<file path="src/rtl/dpsm_pkg.sv">
/*
  package for the delayed position safety monitor: states, widths, reset
  values and timing counts. assumes a 100 MHz core clock.
*/
package dpsm_pkg;
  // =====================================================================
  // timing
  localparam int unsigned CLK_HZ = 100_000_000;
  localparam int unsigned TICK_MS = 10;
  localparam int unsigned TICK_CYCLES = CLK_HZ / 1000 * TICK_MS;
  // =====================================================================
  // parameter fields
  localparam int unsigned DIST_W = 16;
  localparam int unsigned TIME_W = 14;
  localparam logic [15:0] DIST_DEFAULT = 16'h000a;
  localparam logic [15:0] DIST_MIN = 16'h0001;
  localparam logic [13:0] DECEL_WAIT_DEFAULT = 14'h0000;
  localparam logic [13:0] DECEL_SUP_DEFAULT = 14'h01f4;
  localparam int unsigned POS_W = 32;
  // =====================================================================
  // channel select and monitor states
  localparam logic CHAN_A = 1'b0;
  localparam logic CHAN_B = 1'b1;
  typedef enum logic [1:0] {
    DPSM_IDLE,
    DPSM_DECEL,
    DPSM_POSMON,
    DPSM_CUTOFF
  } dpsm_state_t;
endpackage

</file>
<file path="src/rtl/dpsm_if.sv">
/*
  interface between the monitor core and its position counter.
  assumes both ends run on core_clk.
*/
`timescale 1ns/1ps
`default_nettype none
interface dpsm_cnt_if;
  logic edge_pulse;
  logic dir_up;
  logic capture;
  logic [31:0] distance;
  modport core (output capture, input distance);
  modport cnt (input edge_pulse, input dir_up, input capture, output distance);
endinterface
`default_nettype wire

</file>
<file path="src/rtl/dpsm_edge_counter.sv">
/*
  edge distance counter: counts encoder edges, captures a reference on
  request and reports absolute distance from it.
  assumes edge strobes already synchronised to core_clk.
*/
`timescale 1ns/1ps
`default_nettype none
module dpsm_edge_counter (
  // clock and reset
  input wire logic core_clk,
  input wire logic sys_rst,
  // carrier
  dpsm_cnt_if.cnt cnt
);
  import dpsm_pkg::*;
  logic [POS_W-1:0] pos_ff;
  logic [POS_W-1:0] ref_ff;
  logic [POS_W-1:0] diff;

  // each edge is one distance unit
  always_ff @(posedge core_clk) begin
    if (sys_rst) begin
      pos_ff <= '0;
    end else if (cnt.edge_pulse) begin
      pos_ff <= cnt.dir_up ? pos_ff + 32'h0000_0001 : pos_ff - 32'h0000_0001;
    end
  end

  always_ff @(posedge core_clk) begin
    if (sys_rst) begin
      ref_ff <= '0;
    end else if (cnt.capture) begin
      ref_ff <= pos_ff;
    end
  end

  // wraparound subtraction keeps the sign right across counter rollover
  assign diff = pos_ff - ref_ff;
  assign cnt.distance = diff[POS_W-1] ? (~diff + 32'h0000_0001) : diff;
endmodule
`default_nettype wire

</file>
<file path="src/rtl/dpsm_top.sv">
/*
  delayed position safety monitor for one axis: deceleration supervision,
  then edge-distance position monitoring, with per-channel alarms and a
  power cutoff command.
  assumes a speed comparator outside supplies speed_over, and that
  parameters are held stable; all but stop_method_select, which passes straight through, are sampled only at reset release.
*/
`timescale 1ns/1ps
`default_nettype none
module dpsm_top #(
  parameter int unsigned TICK_CNT = dpsm_pkg::TICK_CYCLES
) (
  // clock and reset
  input wire logic core_clk,
  input wire logic sys_rst,
  // safety request and servo state (pins, active low = request on)
  input wire logic safety_req_in,
  input wire logic servo_ready_in,
  input wire logic recalc_busy,
  input wire logic speed_over,
  // encoder edges (pins)
  input wire logic enc_edge_in,
  input wire logic enc_dir_in,
  // configuration
  input wire logic chan_select,
  input wire logic [dpsm_pkg::DIST_W-1:0] limited_distance_a,
  input wire logic [dpsm_pkg::DIST_W-1:0] limited_distance_b,
  input wire logic [dpsm_pkg::TIME_W-1:0] decel_wait_time_a,
  input wire logic [dpsm_pkg::TIME_W-1:0] decel_supervise_time_a,
  input wire logic [1:0] stop_method_select,
  input wire logic alarm_reset,
  // status
  output logic delayed_position_monitor,
  output logic power_cutoff_state,
  output logic power_cutoff_cmd,
  output logic monitor_alarm_a,
  output logic monitor_alarm_b,
  output logic param_setting_error,
  output logic ext_device_monitor,
  output logic [1:0] stop_method_out,
  output logic decel_active
);
  import dpsm_pkg::*;

  // =====================================================================
  // pin synchronisers: three stages, change taken when stages 2 and 3 agree
  logic [2:0] req_sync_ff;
  logic [2:0] rdy_sync_ff;
  logic [2:0] edg_sync_ff;
  logic [2:0] dir_sync_ff;
  logic req_ff;
  logic rdy_ff;
  logic edg_ff;
  logic dir_ff;

  always_ff @(posedge core_clk) begin
    if (sys_rst) begin
      req_sync_ff <= 3'h7;
      rdy_sync_ff <= 3'h0;
      edg_sync_ff <= 3'h0;
      dir_sync_ff <= 3'h0;
    end else begin
      req_sync_ff <= {req_sync_ff[1:0], safety_req_in};
      rdy_sync_ff <= {rdy_sync_ff[1:0], servo_ready_in};
      edg_sync_ff <= {edg_sync_ff[1:0], enc_edge_in};
      dir_sync_ff <= {dir_sync_ff[1:0], enc_dir_in};
    end
  end

  always_ff @(posedge core_clk) begin
    if (sys_rst) begin
      req_ff <= 1'b1;
      rdy_ff <= 1'b0;
      edg_ff <= 1'b0;
      dir_ff <= 1'b0;
    end else begin
      if (req_sync_ff[1] == req_sync_ff[2]) req_ff <= req_sync_ff[2];
      if (rdy_sync_ff[1] == rdy_sync_ff[2]) rdy_ff <= rdy_sync_ff[2];
      if (edg_sync_ff[1] == edg_sync_ff[2]) edg_ff <= edg_sync_ff[2];
      if (dir_sync_ff[1] == dir_sync_ff[2]) dir_ff <= dir_sync_ff[2];
    end
  end

  // every filtered level change of the encoder line is one edge
  logic edg_prev_ff;
  always_ff @(posedge core_clk) begin
    if (sys_rst) edg_prev_ff <= 1'b0;
    else edg_prev_ff <= edg_ff;
  end

  // an encoder line left high over reset would look like an edge once the
  // synchroniser fills; edges are ignored until chain and filter have settled
  logic [4:0] arm_ff;
  always_ff @(posedge core_clk) begin
    if (sys_rst) arm_ff <= '0;
    else arm_ff <= {arm_ff[3:0], 1'b1};
  end

  // =====================================================================
  // parameter capture one cycle after reset release
  logic loaded_ff;
  logic chan_ff;
  logic [DIST_W-1:0] lim_a_ff;
  logic [DIST_W-1:0] lim_b_ff;
  logic [TIME_W-1:0] wait_ff;
  logic [TIME_W-1:0] sup_ff;

  always_ff @(posedge core_clk) begin
    if (sys_rst) begin
      loaded_ff <= 1'b0;
      chan_ff <= CHAN_A;
      lim_a_ff <= DIST_DEFAULT;
      lim_b_ff <= DIST_DEFAULT;
      wait_ff <= DECEL_WAIT_DEFAULT;
      sup_ff <= DECEL_SUP_DEFAULT;
    end else if (!loaded_ff) begin
      loaded_ff <= 1'b1;
      chan_ff <= chan_select;
      // zero is outside the legal range, clamp to the smallest distance
      lim_a_ff <= (limited_distance_a == '0) ? DIST_MIN : limited_distance_a;
      lim_b_ff <= (limited_distance_b == '0) ? DIST_MIN : limited_distance_b;
      wait_ff <= decel_wait_time_a;
      sup_ff <= decel_supervise_time_a;
    end
  end

  logic perr_ff;
  always_ff @(posedge core_clk) begin
    if (sys_rst) perr_ff <= 1'b0;
    else if (loaded_ff) perr_ff <= (wait_ff > sup_ff);
  end
  assign param_setting_error = perr_ff;

  // =====================================================================
  // 10 ms tick divider
  logic [31:0] div_ff;
  logic tick;
  assign tick = (div_ff == TICK_CNT - 1);
  always_ff @(posedge core_clk) begin
    if (sys_rst || tick) div_ff <= '0;
    else div_ff <= div_ff + 32'h0000_0001;
  end

  // =====================================================================
  // state machine
  dpsm_cnt_if cif ();
  dpsm_edge_counter u_cnt (
    .core_clk(core_clk),
    .sys_rst(sys_rst),
    .cnt(cif)
  );
  assign cif.edge_pulse = (edg_ff ^ edg_prev_ff) && arm_ff[4];
  assign cif.dir_up = dir_ff;

  dpsm_state_t state_ff;
  dpsm_state_t nxt_state;
  logic [TIME_W-1:0] t_ff;
  logic alarm_a_ff;
  logic alarm_b_ff;
  logic cut_ff;
  logic [DIST_W-1:0] lim_sel;
  logic dist_over;
  logic speed_trip;
  logic dist_trip;

  assign lim_sel = (chan_ff == CHAN_A) ? lim_a_ff : lim_b_ff;
  assign dist_over = cif.distance > {16'h0000, lim_sel};
  assign speed_trip = (state_ff == DPSM_DECEL) && speed_over && req_ff == 1'b0;
  assign dist_trip = (state_ff == DPSM_POSMON) && dist_over && req_ff == 1'b0;
  assign cif.capture = (state_ff != DPSM_POSMON) && (nxt_state == DPSM_POSMON);

  always_comb begin
    nxt_state = state_ff;
    case (state_ff)
      DPSM_IDLE: begin
        if (loaded_ff && !req_ff && !perr_ff) begin
          // servo not ready after reset or during recalculation: no decel phase
          if (!rdy_ff || recalc_busy) nxt_state = DPSM_POSMON;
          else nxt_state = DPSM_DECEL;
        end
      end
      DPSM_DECEL: begin
        if (req_ff) nxt_state = DPSM_IDLE;
        else if (speed_trip) nxt_state = DPSM_CUTOFF;
        else if (tick && t_ff >= sup_ff) nxt_state = DPSM_POSMON;
      end
      DPSM_POSMON: begin
        if (req_ff) nxt_state = DPSM_IDLE;
        else if (dist_trip) nxt_state = DPSM_CUTOFF;
      end
      DPSM_CUTOFF: begin
        // leave only once alarms are reset and the request is back
        if (alarm_reset && req_ff) nxt_state = DPSM_IDLE;
      end
      default: nxt_state = DPSM_IDLE;
    endcase
  end

  always_ff @(posedge core_clk) begin
    if (sys_rst) state_ff <= DPSM_IDLE;
    else state_ff <= nxt_state;
  end

  always_ff @(posedge core_clk) begin
    if (sys_rst || state_ff != DPSM_DECEL) t_ff <= '0;
    else if (tick && t_ff != {TIME_W{1'b1}}) t_ff <= t_ff + 14'h0001;
  end

  // cutoff is driven from the registered cutoff state, one cycle after the
  // decel or position monitoring state has already been left
  always_ff @(posedge core_clk) begin
    if (sys_rst) cut_ff <= 1'b0;
    else cut_ff <= (state_ff == DPSM_CUTOFF);
  end

  // alarm set wins over a coincident reset
  always_ff @(posedge core_clk) begin
    if (sys_rst) begin
      alarm_a_ff <= 1'b0;
      alarm_b_ff <= 1'b0;
    end else begin
      if ((speed_trip || dist_trip) && chan_ff == CHAN_A) alarm_a_ff <= 1'b1;
      else if (alarm_reset) alarm_a_ff <= 1'b0;
      if ((speed_trip || dist_trip) && chan_ff == CHAN_B) alarm_b_ff <= 1'b1;
      else if (alarm_reset) alarm_b_ff <= 1'b0;
    end
  end

  logic pm_ff;
  logic pc_ff;
  logic dec_ff;
  always_ff @(posedge core_clk) begin
    if (sys_rst) begin
      pm_ff <= 1'b0;
      pc_ff <= 1'b0;
      dec_ff <= 1'b0;
    end else begin
      pm_ff <= (nxt_state == DPSM_POSMON);
      pc_ff <= (nxt_state == DPSM_CUTOFF);
      dec_ff <= (nxt_state == DPSM_DECEL);
    end
  end

  assign delayed_position_monitor = pm_ff;
  assign power_cutoff_state = pc_ff;
  assign power_cutoff_cmd = cut_ff;
  assign monitor_alarm_a = alarm_a_ff;
  assign monitor_alarm_b = alarm_b_ff;
  assign decel_active = dec_ff;
  // a limit alarm is no internal fault, so the monitor output stays on
  assign ext_device_monitor = 1'b1;
  assign stop_method_out = stop_method_select;
endmodule
`default_nettype wire

</file>
<file path="config.mk">
export PLATFORM = sky130hd
export DESIGN_NAME = dpsm_top
export DESIGN_NICKNAME = d
export VERILOG_FILES = /design/src/rtl/dpsm_pkg.sv /design/src/rtl/dpsm_if.sv /design/src/rtl/dpsm_edge_counter.sv /design/src/rtl/dpsm_top.sv
export SDC_FILE = /design/constraint.sdc
export NUM_CORES = 1
export LEC_CHECK = 0
export BUFFER_PORTS_ARGS = -buffer_cell sky130_fd_sc_hd__buf_4
export CORE_ASPECT_RATIO = 0.5
export CORE_MARGIN = 1
export CORE_UTILIZATION = 55
export CTS_CLUSTER_SIZE = 24
export DETAILED_ROUTE_END_ITERATION = 16
export PLACE_DENSITY = 0.74
export SKIP_CTS_REPAIR_TIMING = 1
export SYNTH_ARGS = -nofsm -noshare
export SYNTH_HDL_FRONTEND = slang
export SYNTH_SLANG_ARGS = --single-unit
export TNS_END_PERCENT = 20
</file>
<file path="constraint.sdc">
create_clock -name core_clk -period 11.1 [get_ports core_clk]
set_input_delay 0.555 -clock core_clk [delete_from_list [all_inputs] [get_ports core_clk]]
set_output_delay 0.555 -clock core_clk [all_outputs]
set_load 0.03 [all_outputs]
</file>
Word-level counts from Yosys, hierarchy flattened:

Cells that the tools add are included.

* register bits after elaboration: 203
* output and inout port bits: 10
* word-level logic and storage cells: 100

* add/sub/neg operators: 6
* magnitude comparators: 3
* equality and inequality tests: 14
* multiplexer cells: 19
* bitwise operators: 4
* reduce and logical (&&, ||, !) cells: 25

Operator list (number)
* 32-bit by 1-bit adder with 32-bit output, second input constant: 3
* 32-bit two-way mux: 2
* 16-bit two-way mux: 3
* 32-bit by 20-bit equality test with 1-bit output, second input constant: 1
* 32-bit by 16-bit > comparator with 1-bit output: 1
* 16-bit zero test: 2
* 32-bit NOT: 1
* 32-bit by 1-bit subtractor with 32-bit output, second input constant: 1
* 32-bit subtractor: 1
* 2-bit two-way mux: 8
* 14-bit by 1-bit adder with 14-bit output, second input constant: 1
* 14-bit >= comparator: 1
* 14-bit > comparator: 1
* 14-bit != test, second input constant: 1
* 1-bit logical AND: 13
* 2-bit equality test, second input constant: 4
* 2-bit one-hot mux with 4 select lines: 1
* 1-bit two-way mux: 5
* 1-bit equality test: 4
* 2-bit by 1-bit equality test with 1-bit output, second input constant: 2
* 1-bit logical OR: 4
* 2-bit nonzero test: 2
* 1-bit zero test: 3
* 2-bit zero test: 1
* other kinds (4): 5

Depth between registers and ports, before layout:

Gate-level depths: netlist of the first run.

* depth in word-level cells: 12
* depth in mapped cells: 28

By module:

From an unflattened synthesis of the first run, not the netlist that was laid out.

* cells, all modules: 1521
* area, all modules: 12879.9 µm²

By module, submodules not included
* dpsm_top: times used 1, cells each 699, area each 6443.7 µm²
* dpsm_edge_counter: times used 1, cells each 822, area each 6436.2 µm²

Worst setup path before layout of the first run:

Ideal clock, no wire load.

* kind: register -> register
* start point: register u_cnt.ref_ff[4]
* end point: register u_cnt.ref_ff[20]
* setup time: 0.072 ns
* arrival time: 5.592 ns
* data required time: 11.028 ns
* slack: 5.436 ns
* stages on the path, launching flop included: 27
* buffers on the path: 3
* cells stage by stage: dfxtp_1 inv_1 ha_1 a21o_1 nor3_2 a211oi_2 or4b_1 a221oi_2 xnor2_1 clkbuf_1 clkbuf_1 nor2_1 xnor2_1 ha_1 a21o_1 a21o_1 a21oi_1 o21ai_0 a21o_1 a221oi_1 a21oi_1 nor2_1 nand3_1 o41a_4 nor2_8 buf_12 mux2i_1

* word-level cells in the longest chain between the ends: 12

Ends and longest elaborated chain
* start: declaration: RTL line dpsm_edge_counter.sv:17 `logic [POS_W-1:0] ref_ff;`
* start signal: assignment: RTL line dpsm_edge_counter.sv:33 `ref_ff <= pos_ff;`
* 32-bit subtractor *: RTL line dpsm_edge_counter.sv:38 `assign diff = pos_ff - ref_ff;`
* 32-bit NOT: RTL line dpsm_edge_counter.sv:39 `assign cnt.distance = diff[POS_W-1] ? (~diff + 32'h0000_0001) : diff;`
* 32-bit by 1-bit adder with 32-bit output: RTL line dpsm_edge_counter.sv:39
* 32-bit two-way mux *: RTL line dpsm_edge_counter.sv:39
* 32-bit by 16-bit > comparator with 1-bit output *: RTL line dpsm_top.sv:167 `assign dist_over = cif.distance > {16'h0000, lim_sel};`
* 1-bit logical AND * (2 in series): RTL line dpsm_top.sv:169 `assign dist_trip = (state_ff == DPSM_POSMON) && dist_over && req_ff == 1'b0;`
* 2-bit two-way mux *: RTL line dpsm_top.sv:189 `else if (dist_trip) nxt_state = DPSM_CUTOFF;`
* 2-bit two-way mux *: RTL line dpsm_top.sv:188 `if (req_ff) nxt_state = DPSM_IDLE;`
* 2-bit one-hot mux with 4 select lines *: RTL line dpsm_top.sv:174 `case (state_ff)`
* 2-bit equality test *: RTL line dpsm_top.sv:170 `assign cif.capture = (state_ff != DPSM_POSMON) && (nxt_state == DPSM_POSMON);`
* 1-bit logical AND *: RTL line dpsm_top.sv:170

Mark *: on every way between the ends. The rest lies on a longest branch, timed or not.
A chain may end at the register's enable or synchronous reset.

Worst setup path after layout of the first run:

* start point: register u_cnt.ref_ff[18]
* end point: register u_cnt.ref_ff[28]

The elaborated chain is that of the path after synthesis.

==> impl_metrics.ini, run 1 <==
[cts]
root_buffer = clkbuf_16
worstSkewPairLatency_ns = 0.53
h-tree-depth = 1
path_clk_slew_ns = 0.07
cts_inserted_buffers = 20
clockBufferDepth = 3
clock-sinks = 202
cts_tree = done

[logic_synthesis]
synth.ff_latch_count = 202
yosysSeqAreaShare = 0.310
synth_ff_type = dfxtp_1
synth_area_per_cell_um2 = 8.25
synth_top_area_cell = dfxtp_1
syn_area_um2 = 13100
synth_fp_nets = 1764
netlist.area_leader.share = 0.310
synth_edf_count = 0
yosysWarnings = 0
async_flop_share = 0
synth_cell_types = 86
synth_cells = 1582
synth_area_leaders = dfxtp_1 31%, ha_1 10%, mux2i_1 7.7%

[critical_path]
critPathArrivalTime_ns = 6.72
endpoint_kind = register
required_ns = 11.55
crit_type = reg -> reg
path_max_fanout = 31
start_kind = register

[floorplan]
die_w_um = 220
rows = 39
die_h_um = 111
die_area_um2 = 24400
core_area_um2 = 23000
io-pin-count = 82
start_util = 0.567

[drt]
post-route-drc-count = 2
finalWirelength_mm = 32.5
viasPerCell = 5.94
drt_first_iter_violations = 857
wl_per_cell_um = 16.7
firstDrtPassIters = 12
vias = 11500
drtAntennaViolNets = 0

[job]
maxCapViolCount = 0

[hold_path]
hold_class = in -> reg

[power]
pwr-share-clk = 0.435
swShare = 0.247
p_per_area_nw_per_um2 = 107
pwr-share-comb = 0.075
cell_internal_pwr_mw = 1.16
seqPwrFrac = 0.490
switchingPower_mw = 0.379
ir_worst_vdd_v = 0.000102
power_leakage_nw = 6.19

[sta]
worst_slew_pin_slew_ns = 1.04
slew_viol_final = 0
fmax_ghz = 0.159
rsz0062_at_grt = no
hold_viol = 0
final-setup-viol-count = 0
tns_ns = 0
min_period_ns = 6.27
fin_hold_ws_ns = 0.224
relSlewSlack = 0.303
fin_skew_ns = 0.0193
fin_crit_sh = 0.565

[global_routing]
antenna_found_initial = 0
grt_pass1_wl_mm = 54.5
grt_pass1_vias = 11300
gr-usage-all-layers = 0.270
grt_max_degree = 74
overflow = 0

[finish]
layout-drive-gt1-share = 0.0911
layout_commonest_cell = dfxtp_1
area_delta_synth_final_pct = 10.2
layout_common_cells = 201 x dfxtp_1, 187 x nand2_1, 156 x nor2_1, 120 x a21oi_1, 108 x ha_1
nets = 1804
antenna_cells = 0
fillerInstances = 1987

[placement]
port_buffers = 76
gp_congestion = 0.914
hpwl_mm = 24.4

[outcome]
violations = design-rule violations
status = finished with violations
final timing paths:
kind | startpoint | cells after the start | slack [ns] | endpoint
worst min-delay path | safety_req_in | 2 | 0.22 | req_sync_ff[0]
worst min register to register | req_sync_ff[0] | 1 | 0.42 | req_sync_ff[1]
worst max-delay path | u_cnt.ref_ff[18] | 25 | 4.83 | u_cnt.ref_ff[28]
worst max register to register | u_cnt.ref_ff[18] | 25 | 4.83 | u_cnt.ref_ff[28]
layer usage:
metal  wire length (um)  part of all wire  global-route usage  up-vias
met5                  0                 0                   0        -
met4                473             0.015              0.0566        0
met3               2030             0.062              0.0543       43
met2              14500              0.45               0.439      333
met1              15500              0.48               0.369     5461
li1                   -                 -                   -     5690
critical path, stage by stage (launching register included):
cell	delay [ns]
dfxtp_1	0.34
inv_1	0.05
ha_1	0.42
a21oi_1	0.24
o21ai_0	0.18
a21o_1	0.27
or4b_1	0.50
a221oi_2	0.34
xnor2_1	0.17
buf_4	0.27
nor2_1	0.09
xnor2_1	0.21
ha_1	0.28
nand3_1	0.13
o22ai_1	0.09
o21ai_0	0.19
nand2b_1	0.09
a21oi_1	0.17
o21ai_0	0.13
a221oi_1	0.28
a21oi_1	0.08
nor2_1	0.12
nand3_1	0.12
o41a_4	0.53
nor2_8	0.56
mux2i_1	0.27
sequential cells by signal, indices dropped and copies added, names as in the netlist, 3 cells and up:
signal	cells
div_ff	32
u_cnt.pos_ff	32
u_cnt.ref_ff	32
lim_a_ff	16
lim_b_ff	16
sup_ff	14
t_ff	14
wait_ff	14
arm_ff	5
dir_sync_ff	3
edg_sync_ff	3
rdy_sync_ff	3
req_sync_ff	3
metrics by stage:
step	util	cells	worst slack [ns]	power, mW	instance area [um^2]
floorplan	-	1582	5.44	0.839	13100
global placement	0.597	1907	5.20	0.877	13800
detailed placement	0.597	1907	5.00	0.882	13800
CTS	0.625	1942	4.95	1.54	14400
global route	0.625	1942	4.34	1.59	14400
finish	0.625	1942	4.83	1.54	14400
Yosys cell counts (10+ instances only):
cell type,n
xnor2_1,53
a21oi_1,120
nor2_1,156
a21o_1,36
nor3_1,23
o22ai_1,11
o21ai_0,66
nor2b_1,26
xor2_1,51
clkbuf_1,48
o21a_1,15
nand2_1,187
ha_1,108
a211oi_1,15
and3_1,17
inv_1,76
dfxtp_1,202
mux2i_1,101
or3_1,11
nand3_1,39
nand2b_1,13
a22o_1,12
and2_1,10
nor4_1,14
nand4_1,22
a31oi_1,11
cell families (layout without fill, tap and decap cells):
| kind of cell | Yosys count | after routing | share of synthesized area |
|---|---|---|---|
| simple gates | 558 | 558 | 0.206 |
| compound gates | 361 | 361 | 0.182 |
| mux | 103 | 103 | 0.0791 |
| xor+xnor | 104 | 104 | 0.0698 |
| buf+inv | 143 | 196 | 0.0466 |
| other cells | 1 | 1 | 0.000287 |
| flops | 202 | 202 | 0.310 |
| fa+ha+maj | 110 | 110 | 0.107 |
power by group through the flow:
stage | sequential (mW) | combinational (mW) | clock [mW]
finish | 0.752 | 0.115 | 0.668
CTS | 0.752 | 0.115 | 0.676
floorplan | 0.765 | 0.0740 | 0
global placement | 0.767 | 0.109 | 0
detailed placement | 0.768 | 0.114 | 0
global route | 0.754 | 0.126 | 0.707
final cells by class:
cell class | instances | area, um^2 | area share
clock inverters | 7 | 60.1 | 0.00417
flip-flops and latches | 202 | 4050 | 0.281
inverters | 77 | 289 | 0.0201
well taps | 307 | 384 | 0.0267
repair buffers | 84 | 631 | 0.0438
multi-input cells | 1237 | 8410 | 0.584
clock buffers | 28 | 571 | 0.0397
Power figures use the tool's default switching activity.
==> run 2, diff against run 1 <==
Settings changed: ABC_AREA from default to 1.
Clock period 11.1 ns to 6 ns, I/O delays scaled along.
==> impl_metrics.ini, run 2 <==
[critical_path]
crit_top_cell = nand2_1
critPathArrivalTime_ns = 5.51
max_stage_delay_ns = 0.49
crit_type = reg -> reg
endpoint_kind = register
required_ns = 6.41
path_max_fanout = 64
critPathTopFamily = simple AND/OR/NAND/NOR gates
r2r_cells = 36
start_kind = register
critPathSlowestCell = buf_4
path_depth = 36
crit_buf_inv = 6

[logic_synthesis]
netlist.area_leader.share = 0.291
synth_ff_type = dfxtp_1
synth_commonest_cells = 544 x nand2_1, 349 x inv_1, 289 x nor2_1, 202 x dfxtp_1, 120 x a21oi_1
yosysWarnings = 0
synth_cell_types = 49
synth_area_per_cell_um2 = 6.39
synth_fp_nets = 2353
synth.ff_latch_count = 202
async_flop_share = 0
synth_top_area_cell = dfxtp_1
yosysMostFrequentCell = nand2_1
synth_cells = 2171
yosysSeqAreaShare = 0.291
synth_area_leaders = dfxtp_1 29%, nand2_1 15%, ha_1 9.7%
syn_area_um2 = 13900
synth_edf_count = 0

[hold_path]
hold_path_depth = 3
hold_class = in -> reg

[placement]
hpwl_mm = 26.1
gp_congestion = 0.942
placed_area_um2 = 14700
port_buffers = 76

[global_routing]
grt_pass1_vias = 11900
grt_max_degree = 65
grt_pass1_wl_mm = 56.8
overflow = 0
gr-usage-all-layers = 0.268
antenna_found_initial = 0

[sta]
worst_slew_pin_slew_ns = 0.970
min_period_ns = 5.10
rsz0062_at_grt = no
final-setup-viol-count = 0
tns_ns = 0
slew_viol_final = 0
hold_viol = 6
relSlewSlack = 0.352
fmax_ghz = 0.196
fin_hold_ws_ns = -0.0116
fin_skew_ns = 0.0187
fin_crit_sh = 0.850

[cts]
clockBufferDepth = 3
root_buffer = clkbuf_16
h-tree-depth = 1
cts_tree = done
path_clk_slew_ns = 0.07
clock-sinks = 202
worstSkewPairLatency_ns = 0.53
cts_inserted_buffers = 20

[finish]
seq_area_um2 = 4040
largestRegisters = div_ff: 32 flops, u_cnt.pos_ff: 32 flops, u_cnt.ref_ff: 32 flops
final_area_um2 = 15600
antenna_cells = 0
layout_commonest_cell = nand2_1
layout_common_cells = 544 x nand2_1, 349 x inv_1, 286 x nor2_1, 202 x dfxtp_1, 120 x a21oi_1
multi_input_area_um2 = 8240
layout-drive-gt1-share = 0.0779
area_delta_synth_final_pct = 12.3
fillerInstances = 2310
nets = 2429

[power]
ir_worst_vdd_v = 0.000234
finalPower_mw = 2.97
p_per_area_nw_per_um2 = 191
power_leakage_nw = 8.49

[drt]
vias = 13300
post-route-drc-count = 0
viasPerCell = 5.13
drtAntennaViolNets = 0
wl_per_cell_um = 13.3
drt_first_iter_violations = 990
firstDrtPassIters = 6
finalWirelength_mm = 34.4

[outcome]
violations = negative hold slack
status = finished with violations

[floorplan]
core_area_um2 = 24400
die_h_um = 114
io-pin-count = 82
die_w_um = 227
die_area_um2 = 25900
start_util = 0.569
rows = 40

[job]
maxCapViolCount = 0
==> run 2: cell count changes after synthesis, moves of 18 or more <==
cell	previous run	this run
nand3_1	39	110
nand2_1	187	544
nor2_1	156	289
a21o_1	36	2
o21ai_0	66	116
xnor2_1	53	12
inv_1	76	349
xor2_1	51	32
mux2i_1	101	0
clkbuf_1	48	30
nor2b_1	26	0
==> run 2: report_power, final <==
part           total [mW]  leakage [nW]  internal, mW  switching, mW
combinational       0.249          6.51         0.103          0.146
clock                1.34         0.338         0.764          0.571
sequential           1.39          1.64          1.37         0.0177
total                2.97          8.49          2.24          0.735
==> run 2: logic make-up after synthesis <==
family / share of synthesized area
simple gates: 0.331
fa+ha+maj: 0.100
compound gates: 0.134
xor+xnor: 0.0278
buf+inv: 0.115
other cells: 0.000270
flops: 0.291
==> run 2: tightest hold or removal path, stage by stage <==
cell and delay [ns]:
buf_4 0.08, nand2_1 0.05, o21ai_0 0.06
==> run 2: worst paths after layout <==
path	from	end	slack, ns
hold / removal	decel_wait_time_a[0]	wait_ff[0]	-0.01
setup / recovery	u_cnt.pos_ff[0]	u_cnt.ref_ff[15]	0.90
setup reg to reg	u_cnt.pos_ff[0]	u_cnt.ref_ff[15]	0.90
hold reg to reg	arm_ff[2]	arm_ff[3]	0.40
==> run 2: cell type report <==
class / instances / share of cell area
tap: 336 / 0.0270
clock inverter: 10 / 0.00795
inverter: 365 / 0.0879
timing repair buffer: 102 / 0.0520
multi-input combinational: 1556 / 0.529
sequential: 202 / 0.260
clock buffer: 25 / 0.0365
==> run 2: metal layers <==
metal / up-vias / part of all wire / wire length (um) / GRT usage
li1: 7123 / - / - / -
met1: 5861 / 0.51 / 17500 / 0.376
met2: 279 / 0.42 / 14400 / 0.430
met3: 48 / 0.053 / 1830 / 0.0452
met4: 0 / 0.019 / 663 / 0.0608
met5: - / 0 / 0 / 0
==> run 2: through the flow <==
stage               utilization  setup slack, ns  hold WS [ns]  std cells
floorplan                     -             1.69         0.388       2171
global placement          0.603             1.06         0.390       2543
detailed placement        0.603            0.971         0.397       2543
CTS                       0.632            0.908       -0.0562       2578
global route              0.639            0.269       0.00254       2596
finish                    0.639            0.900       -0.0116       2596
==> run 3, diff against run 2 <==
Clock period 6 ns to 5.07 ns, I/O delays scaled along.
==> impl_metrics.ini, run 3 (synthesis gave the netlist of run 2 again) <==
[hold_path]
hold_start = limited_distance_b[11]
hold_class = in -> reg

[drt]
drt_first_iter_violations = 976
post-route-drc-count = 0
firstDrtPassIters = 6
finalWirelength_mm = 37.4
wl_per_cell_um = 14.1
viasPerCell = 5.23
drtAntennaViolNets = 0
vias = 13800

[global_routing]
gr-usage-all-layers = 0.272
grt_pass1_vias = 12000
grt_pass1_wl_mm = 57.5
grt_max_degree = 65
antenna_found_initial = 0
overflow = 0

[critical_path]
critPathSlowestCell = fa_2
endpoint_kind = register
crit_type = reg -> reg
crit_buf_inv = 6
critPathArrivalTime_ns = 5.33
critPathTopFamily = simple AND/OR/NAND/NOR gates
reg2reg_from = u_cnt.pos_ff[0]
required_ns = 5.53
max_stage_delay_ns = 0.46
start_kind = register
path_max_fanout = 8
startpoint = u_cnt.pos_ff[0]

[power]
p_per_area_nw_per_um2 = 225
ir_worst_vdd_v = 0.000205
power_leakage_nw = 8.82
finalPower_mw = 3.66

[cts]
cts_inserted_buffers = 19
clock-sinks = 202
clockBufferDepth = 3
root_buffer = clkbuf_16
cts_tree = done
worstSkewPairLatency_ns = 0.53
h-tree-depth = 1
path_clk_slew_ns = 0.07

[finish]
antenna_cells = 0
layout_commonest_cell = nand2_1
layout-drive-gt1-share = 0.104
nets = 2477
layout_common_cells = 536 x nand2_1, 346 x inv_1, 279 x nor2_1, 200 x dfxtp_1, 118 x a21oi_1
final_area_um2 = 16300
largestRegisters = div_ff: 32 flops, u_cnt.pos_ff: 32 flops, u_cnt.ref_ff: 32 flops
finalNonFillerCells = 2644
fillerInstances = 2179
area_delta_synth_final_pct = 17.4

[placement]
port_buffers = 76
gp_congestion = 0.921
placedCellCount = 2552
hpwl_mm = 26.4
placed_area_um2 = 14800
dp_slack_ns = 0.0724

[sta]
slew_viol_final = 0
final-setup-viol-count = 0
setup_ws_ns = 0.196
fmax_ghz = 0.205
worst_slew_pin_slew_ns = 0.978
min_period_ns = 4.87
hold_viol = 6
fin_crit_sh = 0.961
relSlewSlack = 0.344
fin_hold_ws_ns = -0.0305
fin_skew_ns = 0.0205

[floorplan]
die_area_um2 = 25900
start_util = 0.569
die_h_um = 114
io-pin-count = 82
core_area_um2 = 24400
rows = 40
die_w_um = 227

[outcome]
status = finished with violations
violations = negative hold slack

[job]
maxCapViolCount = 0
==> run 3: changes by cell type in the layout (fill, tap and decap cells not counted), sizes merged <==
cell         before  now
clkbuf           25   24
inv             362  363
bufinv            2    6
clkinvlp          2    1
clkinv            9    8
buf              84  108
dlygate4sd3      18   40
==> run 3: worst min-delay path, stage by stage <==
cell	delay [ns]
buf_4	0.09
nand2_1	0.05
o21ai_0	0.06
==> run 3: stage by stage <==
step	util	hold slack [ns]	TNS [ns]
floorplan	-	0.357	0
global placement	0.606	0.392	0
global route	0.668	-0.00613	-3.33
finish	0.668	-0.0305	0
CTS	0.636	-0.0820	0
detailed placement	0.606	0.396	0
==> run 3: power by group <==
group,leakage (nW),internal (mW),switching (mW)
combinational,6.82,0.142,0.185
sequential,1.64,1.62,0.0209
clock,0.358,1.03,0.658
total,8.82,2.79,0.864
==> run 3: layer usage <==
metal | vias to the layer above | share of wire | global-route usage
met3 | 64 | 0.059 | 0.0488
li1 | 7195 | - | -
met1 | 6215 | 0.49 | 0.382
met2 | 363 | 0.43 | 0.434
met5 | - | 0 | 0
met4 | 0 | 0.021 | 0.0599
==> run 3: area by class of cell <==
cell class / count / area [um^2] / share of cell area
clock buffer: 21 / 503 / 0.0309
clock inverter: 13 / 229 / 0.0141
inverter: 365 / 1370 / 0.0841
multi-input combinational: 1556 / 8410 / 0.516
sequential: 202 / 4050 / 0.248
tap: 336 / 420 / 0.0258
timing repair buffer: 151 / 1310 / 0.0806
==> run 3: path summary, 6_finish.rpt <==
kind | to | cells past startpoint | slack (ns)
worst max register to register | u_cnt.ref_ff[2] | 34 | 0.20
worst max-delay path | u_cnt.ref_ff[2] | 34 | 0.20
worst min register to register | edg_sync_ff[1] | 2 | 0.41
worst min-delay path | lim_b_ff[11] | 3 | -0.03
